## config.mk

```make
export PLATFORM = sky130hd
export DESIGN_NAME = tsf_term_stream
export DESIGN_NICKNAME = d
export VERILOG_FILES = /design/src/pkg/tsf_pkg.sv /design/src/rtl/tsf_dump.sv /design/src/rtl/tsf_term_stream.sv
export SDC_FILE = /design/constraint.sdc
export NUM_CORES = 2
export LEC_CHECK = 0
export ABC_CLOCK_PERIOD_IN_PS = 5500
export BUFFER_PORTS_ARGS = -buffer_cell sky130_fd_sc_hd__buf_4
export CAP_MARGIN = 20
export CORE_MARGIN = 1.5
export CORE_UTILIZATION = 55
export DETAILED_ROUTE_END_ITERATION = 8
export PLACE_DENSITY = 0.83
export SLEW_MARGIN = 20
export SYNTH_ARGS = -nofsm -noshare
export SYNTH_HDL_FRONTEND = slang
export SYNTH_SLANG_ARGS = --single-unit
export TNS_END_PERCENT = 50
```

## constraint.sdc

```tcl
create_clock -name clock -period 5.5 [get_ports clock]
set_input_delay 0.825 -clock clock [delete_from_list [all_inputs] [get_ports clock]]
set_output_delay 0.825 -clock clock [all_outputs]
set_load 0.03 [all_outputs]
```

## src/pkg/tsf_pkg.sv

```systemverilog
/*
  Shared constants, register map and carrier types of the terminal stream block.
  Assumes an 8-bit register port and 8-bit characters on every stream.
*/
package tsf_pkg;
  localparam logic [3:0] TSF_REG_CTRL      = 4'h0;
  localparam logic [3:0] TSF_REG_RESUME    = 4'h1;
  localparam logic [3:0] TSF_REG_HALT      = 4'h2;
  localparam logic [3:0] TSF_REG_SELECT    = 4'h3;
  localparam logic [3:0] TSF_REG_SCHED_MIN = 4'h4;
  localparam logic [3:0] TSF_REG_SCHED_PUSH = 4'h5;
  localparam logic [3:0] TSF_REG_SCHED_CLR = 4'h6;
  localparam logic [3:0] TSF_REG_STATUS    = 4'h7;
  localparam logic [3:0] TSF_REG_SCHED_LEN = 4'h8;

  localparam int TSF_CTRL_TAG  = 0;
  localparam int TSF_CTRL_DBL  = 1;
  localparam int TSF_CTRL_DUMP = 2;
  localparam int TSF_CTRL_FLOW = 3;
  localparam int TSF_ST_HALT   = 0;
  localparam int TSF_ST_RAW    = 1;
  localparam int TSF_ST_PEND   = 2;
  localparam int TSF_ST_BUSY   = 3;

  localparam logic [3:0] TSF_CTRL_RST   = 4'h0;
  localparam logic [6:0] TSF_RESUME_RST = 7'h11;
  localparam logic [6:0] TSF_HALT_RST   = 7'h13;
  localparam logic [7:0] TSF_SELECT_RST = 8'h7C;
  localparam logic [5:0] TSF_MIN_OFF    = 6'h3C;
  localparam logic [5:0] TSF_MIN_RST    = 6'h3C;
  localparam logic [5:0] TSF_SEC_FIRE   = 6'h01;

  localparam logic [7:0] TSF_CH_COLON = 8'h3A;
  localparam logic [7:0] TSF_CH_SPACE = 8'h20;
  localparam logic [7:0] TSF_CH_CR    = 8'h0D;
  localparam logic [7:0] TSF_CH_LF    = 8'h0A;
  localparam logic [7:0] TSF_CH_DOT   = 8'h2E;
  localparam logic [7:0] TSF_CH_TILDE = 8'h7E;
  localparam logic [7:0] TSF_CH_A     = 8'h41;

  localparam int TSF_SCHED_MAX = 119;
  localparam int TSF_DUMP_LINE = 16;

  typedef struct packed {
    logic       wr;
    logic       rd;
    logic [3:0] addr;
    logic [7:0] wdata;
  } tsf_bus_t;

  typedef struct packed {
    logic       valid;
    logic [7:0] data;
  } tsf_chr_t;

  typedef enum logic [7:0] {
    F_IDLE = 8'h01, F_SEL = 8'h02, F_CHN = 8'h04, F_C1 = 8'h08,
    F_CALL = 8'h10, F_C2 = 8'h20, F_DATA = 8'h40, F_DBL = 8'h80
  } tsf_fmt_t;

  typedef enum logic [6:0] {
    D_FILL = 7'h01, D_OFS = 7'h02, D_HEX = 7'h04, D_SHF = 7'h08,
    D_SP = 7'h10, D_ASC = 7'h20, D_EOL = 7'h40
  } tsf_dmp_t;
endpackage

```

## src/rtl/tsf_dump.sv

```systemverilog
/*
  Frame dump line builder: collects up to one line of frame bytes and prints
  offset, hex bytes, shifted and plain character columns, then CR LF.
  Assumes bytes arrive as a valid/ready stream with a last flag per frame.
*/
`timescale 1ns/10ps
`default_nettype none
module tsf_dump #(
  parameter int LINE = tsf_pkg::TSF_DUMP_LINE
) (
  input  wire logic              clock,
  input  wire logic              rst_n,
  input  wire tsf_pkg::tsf_chr_t byte_in,
  input  wire logic              byte_last,
  output logic                   byte_ready,
  output tsf_pkg::tsf_chr_t      chr_out,
  input  wire logic              chr_ready,
  output logic                   busy
);
  import tsf_pkg::*;

  if (LINE != 16) begin : g_chk
    $error("tsf_dump supports a line of 16 bytes only");
  end

  function automatic logic [7:0] hexc(input logic [3:0] n);
    hexc = (n < 4'hA) ? (8'h30 + {4'h0, n}) : (8'h37 + {4'h0, n});
  endfunction

  function automatic logic [7:0] prc(input logic [6:0] c);
    prc = ({1'b0, c} >= TSF_CH_SPACE && {1'b0, c} < TSF_CH_TILDE + 8'h01) ? {1'b0, c}
                                                                           : TSF_CH_DOT;
  endfunction

  tsf_dmp_t   st_r, st_nxt;
  logic [7:0] buf_r [LINE];
  logic [7:0] buf_nxt [LINE];
  logic [4:0] cnt_r, cnt_nxt;
  logic [15:0] ofs_r, ofs_nxt;
  logic [3:0] idx_r, idx_nxt;
  logic [1:0] sub_r, sub_nxt;
  logic       last_r, last_nxt;
  tsf_chr_t   out_r, out_nxt;
  logic       slot;
  logic [7:0] cur;
  logic       lastb;

  assign byte_ready = (st_r == D_FILL);
  assign chr_out    = out_r;
  assign busy       = (st_r != D_FILL) || (cnt_r != 5'h00);
  assign slot       = !out_r.valid || chr_ready;
  assign cur        = buf_r[idx_r];
  assign lastb      = ({1'b0, idx_r} == cnt_r - 5'h01);

  always_comb begin
    st_nxt = st_r;
    buf_nxt = buf_r;
    cnt_nxt = cnt_r;
    ofs_nxt = ofs_r;
    idx_nxt = idx_r;
    sub_nxt = sub_r;
    last_nxt = last_r;
    out_nxt = out_r;
    if (out_r.valid && chr_ready) begin
      out_nxt.valid = 1'b0;
    end
    case (st_r)
      D_FILL: begin
        if (byte_in.valid) begin
          buf_nxt[cnt_r[3:0]] = byte_in.data;
          cnt_nxt = cnt_r + 5'h01;
          if (cnt_r == 5'(LINE - 1) || byte_last) begin
            st_nxt = D_OFS;
            idx_nxt = 4'h0;
            last_nxt = byte_last;
          end
        end
      end
      D_OFS: if (slot) begin
        // The offset prints as four hex digits and one space.
        out_nxt = {1'b1, (idx_r == 4'h4) ? TSF_CH_SPACE : hexc(ofs_r[4'(4'hC - {idx_r[1:0], 2'b00}) +: 4])};
        idx_nxt = idx_r + 4'h1;
        if (idx_r == 4'h4) begin
          st_nxt = D_HEX;
          idx_nxt = 4'h0;
          sub_nxt = 2'h0;
        end
      end
      D_HEX: if (slot) begin
        if ({1'b0, idx_r} < cnt_r && sub_r != 2'h2) begin
          out_nxt = {1'b1, hexc(sub_r[0] ? cur[3:0] : cur[7:4])};
        end else begin
          out_nxt = {1'b1, TSF_CH_SPACE};
        end
        sub_nxt = (sub_r == 2'h2) ? 2'h0 : sub_r + 2'h1;
        if (sub_r == 2'h2) begin
          idx_nxt = idx_r + 4'h1;
          if (idx_r == 4'(LINE - 1)) begin
            st_nxt = D_SHF;
            idx_nxt = 4'h0;
          end
        end
      end
      D_SHF: if (slot) begin
        out_nxt = {1'b1, prc(cur[7:1])};
        idx_nxt = idx_r + 4'h1;
        if (lastb) begin
          st_nxt = D_SP;
        end
      end
      D_SP: if (slot) begin
        out_nxt = {1'b1, TSF_CH_SPACE};
        st_nxt = D_ASC;
        idx_nxt = 4'h0;
      end
      D_ASC: if (slot) begin
        out_nxt = {1'b1, prc(cur[6:0])};
        idx_nxt = idx_r + 4'h1;
        if (lastb) begin
          st_nxt = D_EOL;
          sub_nxt = 2'h0;
        end
      end
      D_EOL: if (slot) begin
        out_nxt = {1'b1, sub_r[0] ? TSF_CH_LF : TSF_CH_CR};
        sub_nxt = 2'h1;
        if (sub_r[0]) begin
          st_nxt = D_FILL;
          cnt_nxt = 5'h00;
          ofs_nxt = last_r ? 16'h0000 : ofs_r + {11'h000, cnt_r};
        end
      end
      default: st_nxt = D_FILL;
    endcase
  end

  always_ff @(posedge clock) begin
    if (!rst_n) begin
      st_r <= D_FILL;
      cnt_r <= 5'h00;
      ofs_r <= 16'h0000;
      idx_r <= 4'h0;
      sub_r <= 2'h0;
      last_r <= 1'b0;
      out_r <= '0;
      for (int i = 0; i < LINE; i++) buf_r[i] <= 8'h00;
    end else begin
      st_r <= st_nxt;
      cnt_r <= cnt_nxt;
      ofs_r <= ofs_nxt;
      idx_r <= idx_nxt;
      sub_r <= sub_nxt;
      last_r <= last_nxt;
      out_r <= out_nxt;
      buf_r <= buf_nxt;
    end
  end
endmodule
`default_nettype wire

```

## src/rtl/tsf_term_stream.sv

```systemverilog
/*
  Terminal side character handling: in-band halt and resume of terminal
  output, channel header and select-character doubling on output, raw
  passthrough mode, scheduled command playback and frame dump display.
  Assumes the serial port is a character valid/ready stream on one clock and
  the time-of-day clock supplies minutes and seconds in binary.
*/
`timescale 1ns/10ps
`default_nettype none
// Behaviour
// - Receiving the resume character restarts halted terminal output; default 11h.
// - Receiving the halt character stops terminal output; default 13h.
// - Both characters zero disables in-band control; only clear-to-send counts.
// - Equal halt and resume codes toggle output on each reception.
// - Tagging on inserts colon, peer callsign, colon after channel letter.
// - Doubling on emits each received select character twice.
// - Select character defaults 7Ch; in raw mode it passes as data.
// - Stored command, up to 119 characters, plays at matching minute, second one.
// - Minute setting 0 to 60, default 60; 60 disables playback.
// - Dump shows whole frames: offset then sixteen hex bytes per line.
// - Dump adds shifted and plain decode columns; unprintables show a period.
// - Passthrough command enters raw mode without touching link state.
// - Raw mode disables editing, echo and, unless the flow bit is set, typed-in flow control.
// - In-band control off in raw mode makes every character plain data.
module tsf_term_stream #(
  parameter int SCHED_DEPTH = tsf_pkg::TSF_SCHED_MAX
) (
  input  wire logic              clock,
  input  wire logic              rst_n,
  input  wire tsf_pkg::tsf_bus_t bus,
  output logic [7:0]             rd_data,
  input  wire tsf_pkg::tsf_chr_t term_rx,
  input  wire logic              cts,
  output tsf_pkg::tsf_chr_t      term_tx,
  input  wire logic              term_tx_ready,
  output tsf_pkg::tsf_chr_t      link_tx,
  output logic                   chan_switch,
  input  wire logic              passthru_cmd,
  input  wire logic              escape_cmd,
  output logic                   raw_mode,
  output logic                   echo_en,
  output logic                   edit_en,
  input  wire logic              rem_valid,
  input  wire logic              rem_hdr,
  input  wire logic [3:0]        rem_chan,
  input  wire logic [47:0]       rem_call,
  input  wire logic [7:0]        rem_data,
  output logic                   rem_ready,
  input  wire tsf_pkg::tsf_chr_t frm,
  input  wire logic              frm_last,
  output logic                   frm_ready,
  input  wire logic [5:0]        tod_min,
  input  wire logic [5:0]        tod_sec,
  input  wire logic              user_typing,
  output tsf_pkg::tsf_chr_t      cmd_out,
  input  wire logic              cmd_ready
);
  import tsf_pkg::*;

  if (SCHED_DEPTH < 1 || SCHED_DEPTH > 127) begin : g_chk
    $error("scheduled command depth must be 1 to 127");
  end

  // Configuration and register read-back.
  logic [3:0] ctrl_r, ctrl_nxt;
  logic [6:0] res_r, res_nxt;
  logic [6:0] hlt_r, hlt_nxt;
  logic [7:0] sel_r, sel_nxt;
  logic [5:0] min_r, min_nxt;
  logic [7:0] rd_r, rd_nxt;
  logic       halted_r, raw_r, pend_r, busy_r;
  logic [6:0] len_r;

  assign rd_data = rd_r;

  always_comb begin
    ctrl_nxt = ctrl_r;
    res_nxt = res_r;
    hlt_nxt = hlt_r;
    sel_nxt = sel_r;
    min_nxt = min_r;
    rd_nxt = 8'h00;
    if (bus.wr) begin
      if (bus.addr == TSF_REG_CTRL) ctrl_nxt = bus.wdata[3:0];
      else if (bus.addr == TSF_REG_RESUME) res_nxt = bus.wdata[6:0];
      else if (bus.addr == TSF_REG_HALT) hlt_nxt = bus.wdata[6:0];
      else if (bus.addr == TSF_REG_SELECT) sel_nxt = bus.wdata;
      // Minutes above 60 are out of range and ignored.
      else if (bus.addr == TSF_REG_SCHED_MIN && bus.wdata <= {2'b00, TSF_MIN_OFF}) begin
        min_nxt = bus.wdata[5:0];
      end
    end
    if (bus.rd) begin
      if (bus.addr == TSF_REG_CTRL) rd_nxt = {4'h0, ctrl_r};
      else if (bus.addr == TSF_REG_RESUME) rd_nxt = {1'b0, res_r};
      else if (bus.addr == TSF_REG_HALT) rd_nxt = {1'b0, hlt_r};
      else if (bus.addr == TSF_REG_SELECT) rd_nxt = sel_r;
      else if (bus.addr == TSF_REG_SCHED_MIN) rd_nxt = {2'b00, min_r};
      else if (bus.addr == TSF_REG_STATUS) rd_nxt = {4'h0, busy_r, pend_r, raw_r, halted_r};
      else if (bus.addr == TSF_REG_SCHED_LEN) rd_nxt = {1'b0, len_r};
    end
  end

  always_ff @(posedge clock) begin
    if (!rst_n) begin
      ctrl_r <= TSF_CTRL_RST;
      res_r <= TSF_RESUME_RST;
      hlt_r <= TSF_HALT_RST;
      sel_r <= TSF_SELECT_RST;
      min_r <= TSF_MIN_RST;
      rd_r <= 8'h00;
    end else begin
      ctrl_r <= ctrl_nxt;
      res_r <= res_nxt;
      hlt_r <= hlt_nxt;
      sel_r <= sel_nxt;
      min_r <= min_nxt;
      rd_r <= rd_nxt;
    end
  end

  // Terminal input: flow control, local channel switch and data toward the link.
  logic     halted_nxt, raw_nxt, sw_r, sw_nxt;
  tsf_chr_t link_r, link_nxt;
  logic     flow_off, flow_act, is_res, is_hlt, flow_hit;

  assign flow_off = (res_r == 7'h00) && (hlt_r == 7'h00);
  assign flow_act = !flow_off && (!raw_r || ctrl_r[TSF_CTRL_FLOW]);
  assign is_res   = (term_rx.data == {1'b0, res_r});
  assign is_hlt   = (term_rx.data == {1'b0, hlt_r});
  assign flow_hit = term_rx.valid && flow_act && (is_res || is_hlt);
  assign raw_mode = raw_r;
  assign echo_en  = !raw_r;
  assign edit_en  = !raw_r;
  assign link_tx  = link_r;
  assign chan_switch = sw_r;

  always_comb begin
    halted_nxt = halted_r;
    raw_nxt = raw_r;
    link_nxt = '0;
    sw_nxt = 1'b0;
    // Only the mode bit moves; link and channel state are left as they are.
    if (escape_cmd) raw_nxt = 1'b0;
    else if (passthru_cmd) raw_nxt = 1'b1;
    if (flow_off) begin
      halted_nxt = 1'b0;
    end else if (flow_hit) begin
      if (is_res && is_hlt) halted_nxt = !halted_r;
      else if (is_hlt) halted_nxt = 1'b1;
      else halted_nxt = 1'b0;
    end
    if (term_rx.valid && !flow_hit) begin
      if (!raw_r && term_rx.data == sel_r) sw_nxt = 1'b1;
      else link_nxt = term_rx;
    end
  end

  always_ff @(posedge clock) begin
    if (!rst_n) begin
      halted_r <= 1'b0;
      raw_r <= 1'b0;
      link_r <= '0;
      sw_r <= 1'b0;
    end else begin
      halted_r <= halted_nxt;
      raw_r <= raw_nxt;
      link_r <= link_nxt;
      sw_r <= sw_nxt;
    end
  end

  // Terminal output: channel header formatter, dump lines and one held character.
  tsf_fmt_t   fmt_r, fmt_nxt;
  logic [3:0] chan_r, chan_nxt;
  logic [47:0] call_r, call_nxt;
  logic [7:0] byte_r, byte_nxt;
  logic [2:0] cidx_r, cidx_nxt;
  tsf_chr_t   out_r, out_nxt, dmp;
  logic       load, take, emit_v, dmp_ready, dmp_busy, dump_on, dmp_fill;
  logic [7:0] emit_d, callc;

  assign dump_on = ctrl_r[TSF_CTRL_DUMP];
  // A held character is offered only while running; once taken it is the
  // serialiser's to finish, so a halt never cuts a character in half.
  assign term_tx = {out_r.valid && !halted_r && cts, out_r.data};
  assign take    = term_tx.valid && term_tx_ready;
  assign load    = !out_r.valid || take;
  assign callc   = call_r[8 * (5 - int'(cidx_r)) +: 8];
  assign rem_ready = (fmt_r == F_IDLE) && !dmp_busy;
  assign frm_ready = dump_on ? dmp_fill : 1'b1;

  tsf_dump u_dump (
    .clock      (clock),
    .rst_n      (rst_n),
    .byte_in    ({frm.valid && dump_on, frm.data}),
    .byte_last  (frm_last),
    .byte_ready (dmp_fill),
    .chr_out    (dmp),
    .chr_ready  (dmp_ready),
    .busy       (dmp_busy)
  );

  always_comb begin
    fmt_nxt = fmt_r;
    chan_nxt = chan_r;
    call_nxt = call_r;
    byte_nxt = byte_r;
    cidx_nxt = cidx_r;
    emit_v = 1'b0;
    emit_d = 8'h00;
    case (fmt_r)
      F_IDLE: if (rem_valid && rem_ready) begin
        if (rem_hdr) begin
          chan_nxt = rem_chan;
          call_nxt = rem_call;
          fmt_nxt = F_SEL;
        end else begin
          byte_nxt = rem_data;
          fmt_nxt = F_DATA;
        end
      end
      F_SEL: begin
        emit_v = 1'b1;
        emit_d = sel_r;
        if (load) fmt_nxt = F_CHN;
      end
      F_CHN: begin
        emit_v = 1'b1;
        emit_d = TSF_CH_A + {4'h0, chan_r};
        if (load) fmt_nxt = ctrl_r[TSF_CTRL_TAG] ? F_C1 : F_IDLE;
      end
      F_C1: begin
        emit_v = 1'b1;
        emit_d = TSF_CH_COLON;
        cidx_nxt = 3'h0;
        if (load) fmt_nxt = F_CALL;
      end
      F_CALL: begin
        // Trailing spaces pad short callsigns and are not printed.
        if (callc == TSF_CH_SPACE) begin
          fmt_nxt = F_C2;
        end else begin
          emit_v = 1'b1;
          emit_d = callc;
          if (load) begin
            cidx_nxt = cidx_r + 3'h1;
            if (cidx_r == 3'h5) fmt_nxt = F_C2;
          end
        end
      end
      F_C2: begin
        emit_v = 1'b1;
        emit_d = TSF_CH_COLON;
        if (load) fmt_nxt = F_IDLE;
      end
      F_DATA: begin
        emit_v = 1'b1;
        emit_d = byte_r;
        if (load) fmt_nxt = (ctrl_r[TSF_CTRL_DBL] && byte_r == sel_r) ? F_DBL : F_IDLE;
      end
      F_DBL: begin
        emit_v = 1'b1;
        emit_d = byte_r;
        if (load) fmt_nxt = F_IDLE;
      end
      default: fmt_nxt = F_IDLE;
    endcase
    out_nxt = out_r;
    if (take) out_nxt.valid = 1'b0;
    // Dump text waits for an idle formatter so that a header is never split.
    dmp_ready = load && (fmt_r == F_IDLE);
    if (load && emit_v) out_nxt = {1'b1, emit_d};
    else if (dmp_ready && dmp.valid) out_nxt = dmp;
  end

  always_ff @(posedge clock) begin
    if (!rst_n) begin
      fmt_r <= F_IDLE;
      chan_r <= 4'h0;
      call_r <= 48'h0;
      byte_r <= 8'h00;
      cidx_r <= 3'h0;
      out_r <= '0;
    end else begin
      fmt_r <= fmt_nxt;
      chan_r <= chan_nxt;
      call_r <= call_nxt;
      byte_r <= byte_nxt;
      cidx_r <= cidx_nxt;
      out_r <= out_nxt;
    end
  end

  // Scheduled command string: stored in flip-flops, played out at the set minute.
  logic [7:0] mem_r [SCHED_DEPTH];
  logic [7:0] mem_nxt [SCHED_DEPTH];
  logic [6:0] len_nxt, sidx_r, sidx_nxt;
  logic       pend_nxt, busy_nxt, cond_r, fire, start;
  tsf_chr_t   cmd_r, cmd_nxt;

  assign fire    = (tod_min == min_r) && (tod_sec == TSF_SEC_FIRE) && (min_r != TSF_MIN_OFF)
                   && !cond_r;
  assign start   = pend_r && !user_typing && !busy_r;
  assign cmd_out = cmd_r;

  always_comb begin
    mem_nxt = mem_r;
    len_nxt = len_r;
    sidx_nxt = sidx_r;
    busy_nxt = busy_r;
    cmd_nxt = cmd_r;
    pend_nxt = pend_r;
    // Editing the string during playback is refused to keep the output whole.
    if (bus.wr && !busy_r) begin
      if (bus.addr == TSF_REG_SCHED_PUSH && len_r < 7'(SCHED_DEPTH)) begin
        mem_nxt[len_r] = bus.wdata;
        len_nxt = len_r + 7'h01;
      end else if (bus.addr == TSF_REG_SCHED_CLR) begin
        len_nxt = 7'h00;
      end
    end
    if (start) begin
      pend_nxt = 1'b0;
      if (len_r != 7'h00) begin
        busy_nxt = 1'b1;
        sidx_nxt = 7'h00;
        cmd_nxt = {1'b1, mem_r[0]};
      end
    end else if (busy_r && cmd_ready) begin
      if (sidx_r == len_r - 7'h01) begin
        busy_nxt = 1'b0;
        cmd_nxt.valid = 1'b0;
      end else begin
        sidx_nxt = sidx_r + 7'h01;
        cmd_nxt = {1'b1, mem_r[sidx_r + 7'h01]};
      end
    end
    if (fire) pend_nxt = 1'b1;
  end

  always_ff @(posedge clock) begin
    if (!rst_n) begin
      len_r <= 7'h00;
      sidx_r <= 7'h00;
      busy_r <= 1'b0;
      pend_r <= 1'b0;
      cond_r <= 1'b0;
      cmd_r <= '0;
      for (int i = 0; i < SCHED_DEPTH; i++) mem_r[i] <= 8'h00;
    end else begin
      len_r <= len_nxt;
      sidx_r <= sidx_nxt;
      busy_r <= busy_nxt;
      pend_r <= pend_nxt;
      cond_r <= (tod_min == min_r) && (tod_sec == TSF_SEC_FIRE);
      cmd_r <= cmd_nxt;
      mem_r <= mem_nxt;
    end
  end
endmodule
`default_nettype wire

```

# Yosys cells after proc, flatten, opt, wreduce, memory -nomap -nowiden

Index checks and enable logic that the tools add are counted.

Flip-flop bits (word level): 1282
Latch bits: 0
Memory bits (writable): 0
Memory bits (read-only): 0
Output and inout bits: 41
Memories kept: 0

$add $sub $neg: 16
Multiply operators: 0
Divide/modulo/power cells: 0
$lt $le $gt $ge: 15
Equality and inequality tests: 67
Shift-type cells: 2
Multiplexer cells: 117
Bitwise operators: 12
Reduce and logical (&&, ||, !) cells: 97

Operators with widths:

| cell                                               | number |
|---|---|
| bitwise mux 952 bit                                | 1 |
| two-way mux 7 bit                                  | 28 |
| two-way mux 8 bit                                  | 23 |
| bitwise mux 128 bit                                | 1 |
| two-way mux 9 bit                                  | 11 |
| binary-select mux 8 bit (select 7 bit)             | 1 |
| demux 8 bit (select 7 bit)                         | 1 |
| case mux 8 bit (7 select lines)                    | 1 |
| case mux 9 bit (6 select lines)                    | 1 |
| case mux 7 bit (7 select lines)                    | 1 |
| two-way mux 4 bit                                  | 12 |
| indexed part select 48 x 7 -> 8 bit                | 1 |
| case mux 8 bit (5 select lines)                    | 1 |
| != test 2 x 1 -> 1 bit (second input constant)     | 17 |
| binary-select mux 8 bit (select 4 bit)             | 1 |
| demux 8 bit (select 4 bit)                         | 1 |
| logical AND 1 bit                                  | 31 |
| adder 6 x 4 -> 7 bit (first input constant)        | 4 |
| AND reduction 3 bit                                | 8 |
| less-than comparator 7 bit (second input constant) | 3 |
| == test 4 x 3 -> 1 bit (second input constant)     | 5 |
| case mux 4 bit (5 select lines)                    | 1 |
| != test 2 bit (second input constant)              | 9 |
| adder 16 x 5 -> 16 bit                             | 1 |
| 82 further kinds                                   | 162 |

# Logic depth before layout (Yosys ltp)

Depth after elaboration: 10
Mapped depth: 13
Gate-level depth less buffers: 10

# Cells and area by module

Synthesis repeated with hierarchy kept, for this count alone.

Cells, all modules: 6799
Area, all modules: 59285.6 µm²

Modules (own cells, without submodules):

| module          | instances | cells an instance | area an instance (µm²) | seq. area each (µm²) |
|---|---|---|---|---|
| tsf_term_stream | 1         | 5785              | 50255.7                | 22221.3 |
| tsf_dump        | 1         | 1014              | 9029.9                 | 3423.3 |

# Least setup slack after synthesis

Ideal clock, no wire load.

Path kind: register -> register
Start: reg cidx_r[1]
End: reg out_r, in the netlist term_tx[2]
Setup time: 0.116 ns
Data arrival time: 3.009 ns
Required time: 5.384 ns
Setup slack: 2.376 ns
Cell stages (with the launch flop): 13
Period minus slack after synthesis: 3.124 ns
Cell sequence: dfxtp_1 > buf_2 > clkinv_1 > ha_1 > buf_6 > mux4_2 > nor3_2 > a21oi_1 > or4_4 > o21ai_4 > buf_6 > nand2_1 > and3_1

Word-level cells in the longest chain between the ends: 7
Elaborated cells on any way between the ends: 10
Those cells by class: add/sub: 1; eq/ne: 1; shift: 1; mux: 5; reduce/logical: 2

RTL lines:

| item                                                           | RTL line               | text |
|---|---|---|
| start: declaration                                             | tsf_term_stream.sv:178 | `logic [2:0] cidx_r, cidx_nxt;` |
| start signal: assignment                                       | tsf_term_stream.sv:290 | `cidx_r <= cidx_nxt;` |
| subtractor 3 x 3 -> 4 bit *                                    | tsf_term_stream.sv:189 | `assign callc = call_r[8 * (5 - int'(cidx_r)) +: 8];` |
| indexed part select 48 x 7 -> 8 bit *                          | tsf_term_stream.sv:189 |  |
| == test 8 x 6 -> 1 bit                                         | tsf_term_stream.sv:241 | `if (callc == TSF_CH_SPACE) begin` |
| two-way mux 1 bit                                              | tsf_term_stream.sv:241 |  |
| case mux 1 bit (2 select lines)                                | tsf_term_stream.sv:212 | `case (fmt_r)` |
| logical AND 1 bit                                              | tsf_term_stream.sv:273 | `if (load && emit_v) out_nxt = {1'b1, emit_d};` |
| two-way mux 9 bit / nonzero test 2 bit (equally long branches) | --                     |  |
| end signal: assignment                                         | tsf_term_stream.sv:291 | `out_r <= out_nxt;` |
| end: declaration                                               | tsf_term_stream.sv:179 | `tsf_chr_t out_r, out_nxt, dmp;` |

Mark *: on every way between the ends. The rest lies on a longest branch, timed or not.
A chain may end at the register's enable or synchronous reset.

# Worst setup path in the final report

Start: reg cidx_r[1]
End: reg out_r, in the netlist term_tx[0]

The elaborated chain is that of the path after synthesis.

==> results.md <==
* WS Path Type: reg -> reg
* Die X at 339 um
* Antenna-violating nets left at 0
* Slew Limit Fails at 0
* Hold WC Path Type: in -> reg
* Synth cell types at 94
* CP Capture Type: register
* CP Data Arrival Time at ~4700 ps
* Crit-path max FO at 15
* Post-CTS sizing at 0
* First-pass GRT wire length at 274000 um
* Warning count from the yosys run at 0
* CTS tree: yes
* Vias in the first global route at 49100
* TritonRoute pass-1 iters at 8
* Layout Skew at 33.8 ps
* Gate Count Post-Synth at 6689
* Area growth syn-to-layout at 9.14%
* DIE HEIGHT at 339 um
* Final Hold Vio Count at 0
* Cell Pwr Density at 296 nW/um^2
* Cts-stage hold buffer count at 0
* Vias at 50900
* Commonest non-fill, non-tap cell in the layout: dfxtp_1
* Initial core utilization at between 50% and 60%
* CTS clk-pin slew, worst paths at 60 ps
* # H-tree levels at 4
* Post-synth EDFFs at 0
* Total grt overflow at 0
* Num CTS Buffers at 131
* Share of the yosys chip area belonging to registers at 41.4%
* Clock latency on the worst-skew pair at about 760 ps
* Final Net Count at about 6600
* Max rail drop VDD at 0.323 mV
* Worst Hold Launch: escape_cmd
* CTS Buffer Depth at 3
* Reg2reg end: term_tx[0]
* Drt drc at 0
* Total GRT Usage at ~29%
* Layout Utilization at approximately 60%
* RR Startpoint: cidx_r[1]
* CORE AREA at 111000 um^2
* F_max at 0.249 GHz
* Minimum clock period at 4020 ps
* Root Driver: clkbuf_16
* Pin count of the biggest net entering global routing at 286
* Post-synth ARST share at 0%
* Fin crit share at 73.1%
* # rows at 122
* Most frequent cells in the layout: dfxtp_1 (1277), nand2_1 (1167), a21boi_0 (889)
* Hold Path Depth at 2
* Hold EP: raw_mode
* Pleak at 22.1 nW
* Synthesized flop and latch total at between 1000 and 1500
* Initial DRC Count at 6531
* WL per Instance at roughly 22 um
* Initial antenna violation count at 8
* Flop-to-flop setup slack at approximately 1500 ps
* Post-CTS Setup Repair Bufs at 0
* TritonCTS Sinks at 1281
* Number of vias per cell at between 6 and 7
* Synth Flop Type: dfxtp_1
* Post-Syn Nets at 6831
* Slew headroom at 24.3%
* Status: completed
* Post-Route WL at 174000 um
* Setup TNS at 0 ps
* Die area at between 100000 and 150000 um^2
* Syn avg cell area at a little over 9 um^2
* Routability cong. at 0.933
* Syn Std Cell Area at 62000 um^2
* Worst slew pin tran at 1140 ps
* HPWL after detailed placement at 107000 um
* # setup viols final at 0
* Startpoint Class: register
* Share of cells above drive strength 1 at 13.4%
* Port bufs at 155
* Total power at roughly 20 mW
* Unrepaired setup endpoints after global routing: false
* Worst reg-to-reg path cell count at 10
* WP data required at 6190 ps
* I/O Pins at 156
* Max-cap violations at 0
sequential cells by signal (all words and copies together), names as in the netlist, 8 cells and up:
name / count
mem_r: 952
u_dump.buf_r: 128
call_r: 48
u_dump.ofs_r: 16
cmd_out: 9
link_tx: 9
byte_r: 8
fmt_r: 8
rd_data: 8
sel_r: 8
term_tx: 8
u_dump.chr_out: 8
cells in the mapped netlist, types with 8 or more instances:
library cell	n	share of area, %
nor2b_1	274	2.8
a211oi_1	12	0.15
mux2_2	17	0.31
nor3b_1	11	0.13
and4b_1	8	0.13
buf_1	14	0.085
nor2_2	38	0.38
or3_1	8	0.081
inv_1	28	0.17
nand2_1	1170	7.1
nor3_1	38	0.31
nor2_4	13	0.24
a21oi_1	51	0.41
nand3_2	13	0.21
xnor2_1	49	0.69
o21a_1	9	0.11
clkbuf_1	443	2.7
and3_1	16	0.16
nand3_1	181	1.5
a21boi_1	50	0.61
nand4_1	22	0.22
mux4_2	312	11
a31oi_1	20	0.20
a21boi_0	889	11
dfxtp_1	1281	41
nor4_1	17	0.17
a21o_1	8	0.097
buf_4	26	0.31
o22ai_1	21	0.21
xor2_1	31	0.44
buf_2	120	0.97
mux2i_1	291	4.7
and2_1	35	0.35
nand2b_1	19	0.19
nor2_1	151	0.91
ha_1	26	0.52
o21ai_0	818	6.6
a22oi_1	13	0.16
per-layer routing:
metal  up-vias  global-route usage [%]  wire length, um
met5         -                       0               27
li1      23100                       -                -
met3       450                    5.46            15400
met2      2467                    46.9            80900
met4         4                    12.4             7030
met1     24900                    38.9            70200
cells by family after synthesis:
| family | Yosys count | synth area share (%) |
|---|---|---|
| xor+xnor | 80 | 1.13 |
| compound gates | 1970 | 20.5 |
| fa+ha+maj | 27 | 0.557 |
| flops | 1281 | 41.4 |
| simple gates | 2062 | 15.5 |
| mux | 624 | 16.5 |
| buf+inv | 645 | 4.44 |
worst max-delay path: stages (launching register included):
cell	delay, ps
dfxtp_1	560
clkinv_1	340
ha_1	780
mux4_2	600
nor3_1	210
a21oi_1	100
or4_4	570
o21ai_4	380
and2_1	240
a21oi_1	80
nor2b_1	100
layout make-up:
type,instances,area [um^2]
sequential,1281,25700
antenna,4,10.0
tap,1488,1860
inverter,32,120
multi-input combinational,4763,33700
clock inverter,35,438
clock buffer,186,3800
timing repair buffer,247,2050
fill,8738,43600
power breakdown:
part / internal [mW] / leakage [nW] / total [mW] / switching, mW
sequential: 9.44 / 10.3 / 9.59 / 0.148
clock: 5.14 / 2.09 / 8.91 / 3.76
combinational: 0.559 / 9.72 / 1.51 / 0.949
total: 15.1 / 22.1 / 20.0 / 4.86
how the worst max path moves through the flow:
stage / start / endpoint / cells past startpoint
2_1_floorplan: cidx_r[1] / term_tx[2] / 12
3_3_place_gp: cidx_r[1] / term_tx[4] / 10
3_5_place_dp: cidx_r[1] / term_tx[0] / 10
4_1_cts: cidx_r[1] / term_tx[0] / 10
5_1_grt: cidx_r[1] / term_tx[4] / 10
6_report: cidx_r[1] / term_tx[0] / 10
stage by stage:
stage          instances  setup WS (ps)  hold slack [ps]  area, um^2
6_report            8036           1480              237       67700
5_1_grt             8036           1130              241       67700
4_1_cts             8032           1500              215       67600
3_5_place_dp        7811           1540              454       63400
3_3_place_gp        7811           1530              442       63400
2_1_floorplan       6689           2380              432       62000
No activity file was read; power rests on OpenSTA's default activity.
